[config.mk]
export PLATFORM = sky130hd
export DESIGN_NAME = video_status_write_monitor
export DESIGN_NICKNAME = d
export VERILOG_FILES = /design/src/design/vstat_pkg.sv /design/src/design/video_status_write_monitor.sv
export SDC_FILE = /design/constraint.sdc
export NUM_CORES = 1
export LEC_CHECK = 0
export BUFFER_PORTS_ARGS = -buffer_cell sky130_fd_sc_hd__buf_2
export CAP_MARGIN = 15
export CORE_MARGIN = 2
export CORE_UTILIZATION = 35
export CTS_BUF_LIST = sky130_fd_sc_hd__clkbuf_8
export DETAILED_ROUTE_END_ITERATION = 10
export PLACE_DENSITY = 0.66
export SYNTH_ARGS = -nofsm -noshare
export SYNTH_HDL_FRONTEND = slang
export SYNTH_SLANG_ARGS = --single-unit
[constraint.sdc]
create_clock -name CLK_IN -period 2.6 [get_ports CLK_IN]
set_input_delay 0.39 -clock CLK_IN [delete_from_list [all_inputs] [get_ports CLK_IN]]
set_output_delay 0.39 -clock CLK_IN [all_outputs]
set_load 0.02 [all_outputs]
[src/design/vstat_pkg.sv]
// package for the video status and write monitor block
// assumes a host I/O bus with byte data and 16-bit port addresses
package vstat_pkg;
   localparam logic [15:0] ADDR_VIDEO_SIGNAL_STATUS = 16'h03DA;
   localparam logic [15:0] ADDR_MIRROR_WRITE_STATUS = 16'h03DD;
   localparam logic [15:0] ADDR_CAPTURED_WRITE_BYTE = 16'h03DE;
   localparam logic [15:0] ADDR_CTRL_INDEX = 16'h03D4;
   localparam logic [15:0] ADDR_CTRL_DATA = 16'h03D5;
   localparam logic [7:0] RESET_BYTE = 8'h00;
   localparam logic [1:0] PEN_UNDEFINED = 2'h0;

   // live video levels, 1 = active
   typedef struct packed {
      logic intensity;
      logic red;
      logic green;
      logic blue;
      logic vsync;
      logic blank;
   } video_levels_s;

   // control bits mirrored into the second status register
   typedef struct packed {
      logic display_enable_mirror;
      logic enable_gate_mirror;
      logic mode_sel2_mirror;
      logic mode_sel1_mirror;
      logic mode_sel0_mirror;
   } ctrl_mirror_s;

   // one host I/O cycle, strobes are one-cycle pulses
   typedef struct packed {
      logic [15:0] addr;
      logic rd;
      logic wr;
      logic [7:0] wdata;
   } io_req_s;
endpackage : vstat_pkg

[src/design/video_status_write_monitor.sv]
// read-only status ports of the video adapter and the display_controller write monitor
// assumes one-cycle read and write strobes synchronous to CLK_IN, never both at once
//
// Contract
// RQ1: bits 7..4 of the first status register read the intensity, red, green and blue levels.
// RQ2: bit 3 of the first status register reads 1 while vertical sync is active.
// RQ3: bits 2..1 of the first status register are the unsupported pen bits, value undefined.
// RQ4: bit 0 of the first status register inverts on every read of that register.
// RQ5: bit 7 of the second status register reads 1 while video is blanking.
// RQ6: bit 6 of the second status register reads the display enable control bit.
// RQ7: bit 5 of the second status register reads the enable gate control bit.
// RQ8: bits 4..2 of the second status register read mode select bits 2, 1 and 0.
// RQ9: a host write to either display_controller port sets the write flag.
// RQ10: reading the captured byte clears the write flag until the next controller write.
// RQ11: bit 0 of the second status register shows the last controller port written, 1 = data.
// RQ12: the captured byte register holds the byte of the last controller port write.
// RQ13: reset clears the write flag, last port flag, retrace toggle and captured byte.
`timescale 1ns/1ns
module video_status_write_monitor (
   // clock and reset
   input wire logic CLK_IN,
   input wire logic NRST_IN,
   // host I/O bus
   input wire vstat_pkg::io_req_s IO_REQ_IN,
   output logic [7:0] IO_RDATA_OUT,
   output logic IO_RVALID_OUT,
   // live video and control levels
   input wire vstat_pkg::video_levels_s VIDEO_IN,
   input wire vstat_pkg::ctrl_mirror_s CTRL_IN
);
   import vstat_pkg::*;

   logic write_flag_r;
   logic write_flag_nxt;
   logic last_port_r;
   logic last_port_nxt;
   logic retrace_r;
   logic retrace_nxt;
   logic [7:0] capt_r;
   logic [7:0] capt_nxt;
   logic [7:0] rdata_r;
   logic [7:0] rdata_nxt;
   logic rvalid_r;

   wire sel_a = IO_REQ_IN.addr == ADDR_VIDEO_SIGNAL_STATUS;
   wire sel_b = IO_REQ_IN.addr == ADDR_MIRROR_WRITE_STATUS;
   wire sel_c = IO_REQ_IN.addr == ADDR_CAPTURED_WRITE_BYTE;
   wire sel_idx = IO_REQ_IN.addr == ADDR_CTRL_INDEX;
   wire sel_dat = IO_REQ_IN.addr == ADDR_CTRL_DATA;
   wire rd_a = IO_REQ_IN.rd && sel_a;
   wire rd_b = IO_REQ_IN.rd && sel_b;
   wire rd_c = IO_REQ_IN.rd && sel_c;
   wire rd_any = rd_a || rd_b || rd_c;
   wire ctl_wr = IO_REQ_IN.wr && (sel_idx || sel_dat);

   // RQ1 RQ2 RQ3 RQ4 first status byte
   wire [7:0] stat_a = {VIDEO_IN.intensity, VIDEO_IN.red, VIDEO_IN.green, VIDEO_IN.blue,
                        VIDEO_IN.vsync, PEN_UNDEFINED, retrace_r};
   // RQ5 RQ6 RQ7 RQ8 RQ11 second status byte
   wire [7:0] stat_b = {VIDEO_IN.blank, CTRL_IN.display_enable_mirror,
                        CTRL_IN.enable_gate_mirror, CTRL_IN.mode_sel2_mirror,
                        CTRL_IN.mode_sel1_mirror, CTRL_IN.mode_sel0_mirror,
                        write_flag_r, last_port_r};

   // RQ4 flips after each read of the first status register, so every other such read sees retrace
   assign retrace_nxt = rd_a ? ~retrace_r : retrace_r;
   // RQ9 RQ10 set beats clear when a write and a read coincide
   assign write_flag_nxt = ctl_wr ? 1'b1 : (rd_c ? 1'b0 : write_flag_r);
   // RQ11 last port written
   assign last_port_nxt = ctl_wr ? sel_dat : last_port_r;
   // RQ12 capture full byte
   assign capt_nxt = ctl_wr ? IO_REQ_IN.wdata : capt_r;
   // unmapped reads return zero
   assign rdata_nxt = rd_a ? stat_a :
                      rd_b ? stat_b :
                      rd_c ? capt_r : RESET_BYTE;

   // RQ13 reset clears the monitor state
   always_ff @(posedge CLK_IN) begin
      if (!NRST_IN) begin
         write_flag_r <= 1'b0;
         last_port_r <= 1'b0;
         retrace_r <= 1'b0;
         capt_r <= RESET_BYTE;
         rdata_r <= RESET_BYTE;
         rvalid_r <= 1'b0;
      end else begin
         write_flag_r <= write_flag_nxt;
         last_port_r <= last_port_nxt;
         retrace_r <= retrace_nxt;
         capt_r <= capt_nxt;
         rdata_r <= rdata_nxt;
         rvalid_r <= IO_REQ_IN.rd;
      end
   end

   assign IO_RDATA_OUT = rdata_r;
   assign IO_RVALID_OUT = rvalid_r;

   // RQ4 after a read the retrace toggle differs from the retrace bit that read returned
   a_retrace_toggles: assert property (@(posedge CLK_IN) disable iff (!NRST_IN)
      rd_a |=> (IO_RDATA_OUT[0] != retrace_r)) else $error("retrace did not flip"); // RQ4
   // RQ9 write sets flag
   a_write_sets_flag: assert property (@(posedge CLK_IN) disable iff (!NRST_IN)
      ctl_wr |=> write_flag_r) else $error("write flag not set"); // RQ9
   // RQ10 read clears flag
   a_read_clears_flag: assert property (@(posedge CLK_IN) disable iff (!NRST_IN)
      (rd_c && !ctl_wr) |=> !write_flag_r) else $error("write flag not cleared"); // RQ10
   // RQ10 flag cannot rise without a write
   a_flag_needs_write: assert property (@(posedge CLK_IN) disable iff (!NRST_IN)
      $rose(write_flag_r) |-> $past(ctl_wr)) else $error("flag rose without write"); // RQ10
   // RQ11 port flag follows address
   a_last_port: assert property (@(posedge CLK_IN) disable iff (!NRST_IN)
      ctl_wr |=> (last_port_r == $past(sel_dat))) else $error("port flag wrong"); // RQ11
   // RQ12 captured byte readback
   a_capture_back: assert property (@(posedge CLK_IN) disable iff (!NRST_IN)
      ctl_wr ##1 (rd_c && !ctl_wr) |=> (IO_RDATA_OUT == $past(IO_REQ_IN.wdata, 2)))
      else $error("captured byte mismatch"); // RQ12
   // RQ1 RQ2 video levels
   a_video_bits: assert property (@(posedge CLK_IN) disable iff (!NRST_IN)
      rd_a |=> (IO_RDATA_OUT[7:3] == $past({VIDEO_IN.intensity, VIDEO_IN.red,
      VIDEO_IN.green, VIDEO_IN.blue, VIDEO_IN.vsync}))) else $error("video bits wrong"); // RQ1
   // RQ5 RQ6 RQ7 RQ8 mirror bits
   a_mirror_bits: assert property (@(posedge CLK_IN) disable iff (!NRST_IN)
      rd_b |=> (IO_RDATA_OUT[7:2] == $past({VIDEO_IN.blank, CTRL_IN})))
      else $error("mirror bits wrong"); // RQ8
   // RQ13 reset state
   a_reset_clear: assert property (@(posedge CLK_IN)
      !NRST_IN |=> (!write_flag_r && !last_port_r && !retrace_r && capt_r == RESET_BYTE))
      else $error("reset state wrong"); // RQ13
endmodule : video_status_write_monitor

==> metrics.md <==
| Metric | Value |
|---|---|
| Status | finished clean |
| Setup_tns | 0 ns |
| Critical path peak fanout | 9 |
| Worst setup margin | 0.565 ns |
| FF-to-FF setup slack | 1.71 ns |
| Gate Count Post-Synth | 91 |
| Hold Crit Class | input port to register |
| Vias | 838 |
| Worst Setup Path Type | input port to register |
| Fin crit period | 2.04 ns |
| Peak VDD IR | 0.482 mV |
| Antenna viol nets, final | 0 |
| Number of CTS-inserted buffers | 3 |
| Dpl ws | 0.305 ns |
| H-tree Lvls | 1 |
| Fillers | 226 |
| Worst hold margin | 0.370 ns |
| RSZ-0062 raised after global routing | false |
| Pre-Repair DR Iteration Count | 4 |
| Max incr delay on CP | 0.68 ns |
| Clk sinks | 20 |
| Post-Syn Nets | 130 |
| CP Capture Type | register |
| 1st-iter DRT viols | 6 |
| Post-CTS resize count | 0 |
| Row count | 17 |
| Chip height | 53.3 µm |
| # diodes | 0 |
| Tot GR Track Use | 0.159 |
| Max Cap Viol | 0 |
| Routed wire length | 2060 µm |
| Vias per cell | 5.02 |
| DRC | 0 |
| Syn-to-layout area delta | 36.5% |
| Worst-path clk slew | 0.07 ns |
| Slew Limit Fails | 0 |
| TritonCTS clock tree | built |
| Gpl congestion | 0.823 |
| Power Dens Cells | 473 nW/µm² |
| Final Skew | 0.00428 ns |
| Max Freq | 491 MHz |
| RR Startpoint | retrace_r$_SDFFE_PN0P_ |
| Non-Filler Instances | 167 |
| Placed cell count | 164 |
| Post-CTS setup buffer count | 0 |
| Register area share after synthesis | 0.471 |
| Vias in the first global route | 762 |
| Average size of a mapped cell | 9.34 µm² |
| HPWL Detailed | 1680 µm |
| Pleak | 0.482 nW |
| Initial antenna violation count | 0 |
| Grt ovf | 0 |
| Unique masters post-synth | 24 |
| Overall Power | 0.549 mW |
| CORE AREA | 2250 µm² |
| WP data arrival | 2.21 ns |
| Hold_buf cts | 0 |
| Synthesized cell area | 850 µm² |
| Startpoint types | input port |
| First-pass GRT wire length | 3250 µm |
| Worst slew pin tran | 0.298 ns |
| Endpoints failing setup | 0 |
| Setup crit end | retrace_r$_SDFFE_PN0P_ |
| Final net count | 180 |
| CP Launch Point | IO_REQ_IN[23] |
| Final hold violation count | 0 |
| Die width | 53.3 µm |
| Worst r2r path cells | 2 |
| Effective utilization at floorplan | 0.377 |
| Rel. slew slack | 0.800 |
| Root buffer cell | clkbuf_8 |
| PortBufs | 47 |
| Worst Path Required | 2.77 ns |
| CTS max path bufs | 2 |
| Critical path, cell by cell | buf_2, or4_4, or4_1, or3_1, a21oi_1 |
| Layout cells sized above 1 | 0.396 |
| I/O pin count | 48 |
| DR WL/cell | 12.3 µm |
| Worst skew pair latency | 0.25 ns |
| Slowest library cell on the worst path | or4_1 |
| Largest net degree at the start of global routing | 14 |
| Die area | 2840 µm² |
| Synth Register Bits | 20 |
| Crit share post-route | 0.783 |
| Worst R2R End | retrace_r$_SDFFE_PN0P_ |
| Syn. warnings | 0 |
==> cells in the final DEF, fill, tap and decap left out, types with 2 or more instances in the layout <==
master / netlist / final
a21oi_1: 8 / 8
dfxtp_1: 20 / 20
a32oi_1: 2 / 2
clkbuf_8: 0 / 3
nand4b_1: 2 / 2
o21ai_0: 9 / 9
buf_4: 1 / 3
nor4_1: 3 / 2
buf_2: 2 / 47
o31ai_1: 6 / 6
nor2_1: 11 / 11
nand3_1: 6 / 6
mux2i_1: 9 / 9
==> synthesized netlist by cell type <==
cell / instances / area [µm²]
a21oi_1: 8 / 40.0
a32oi_1: 2 / 17.5
and2_1: 1 / 6.26
and3_1: 1 / 6.26
buf_1: 1 / 3.75
buf_2: 2 / 10.0
buf_4: 1 / 7.51
clkinv_1: 1 / 3.75
dfxtp_1: 20 / 400
dlygate4sd1_1: 1 / 8.76
inv_1: 1 / 3.75
mux2i_1: 9 / 90.1
nand2b_1: 1 / 6.26
nand3_1: 6 / 30.0
nand4b_1: 2 / 17.5
nand4bb_1: 1 / 11.3
nor2_1: 11 / 41.3
nor4_1: 3 / 18.8
o21ai_0: 9 / 45.0
o31ai_1: 6 / 45.0
or3_1: 1 / 6.26
or4_1: 1 / 7.51
or4_4: 1 / 11.3
or4bb_1: 1 / 11.3
==> power breakdown <==
| group | switching, mW | internal (mW) | total (mW) |
|---|---|---|---|
| Sequential | 0.000151 | 0.307 | 0.307 |
| Clock | 0.0887 | 0.103 | 0.192 |
| Combinational | 0.0233 | 0.0264 | 0.0497 |
==> area by class of cell <==
cell class / instances / area [µm²] / share of cell area
Inverter: 2 / 7.51 / 0.00647
Timing Repair Buffer: 50 / 258 / 0.222
Tap cell: 28 / 35.0 / 0.0302
Clock buffer: 3 / 41.3 / 0.0356
Sequential cell: 20 / 400 / 0.345
Multi-Input combinational cell: 64 / 418 / 0.360
==> layer usage <==
metal,wire length [µm],up-vias,GRT usage
li1,-,433,-
met1,891,371,0.189
met2,997,28,0.267
met3,131,6,0.0537
met4,42,0,0.0513
met5,0,-,0
==> cell families after synthesis <==
group,share of synthesized area
mux,0.106
simple gates,0.205
compound gates,0.174
buf+inv,0.0442
flops,0.471
==> worst min-delay path by stage <==
stage	endpoint	slack (ns)	depth (start not counted)	from
floorplan	IO_RDATA_OUT[0]$_SDFF_PN0_	0.44	2	last_port_r$_SDFFE_PN0P_
CTS	IO_RVALID_OUT$_SDFF_PN0_	0.37	2	IO_REQ_IN[9]
global placement	IO_RDATA_OUT[0]$_SDFF_PN0_	0.47	2	last_port_r$_SDFFE_PN0P_
finish	capt_r[1]$_SDFFE_PN0P_	0.37	3	IO_REQ_IN[1]
detailed placement	IO_RDATA_OUT[0]$_SDFF_PN0_	0.48	2	last_port_r$_SDFFE_PN0P_
global route	capt_r[7]$_SDFFE_PN0P_	0.37	3	IO_REQ_IN[7]
==> state kept, by name, summed over array words and instances (netlist names) <==
name           flops
last_port_r        1
capt_r             8
IO_RDATA_OUT       8
IO_RVALID_OUT      1
retrace_r          1
write_flag_r       1
==> metrics by stage <==
stage / cell area, µm² / utilization
detailed placement: 1120 / 0.496
global placement: 1120 / 0.496
CTS: 1160 / 0.514
floorplan: 850 / -
global route: 1160 / 0.514
finish: 1160 / 0.514
==> critical path: cells and delay by family <==
family / cells / cell delay, ns
buf+inv: 1 / 0.10
simple gates: 3 / 1.58
compound gates: 1 / 0.13
Note: power is estimated with default switching activity, not from simulation.
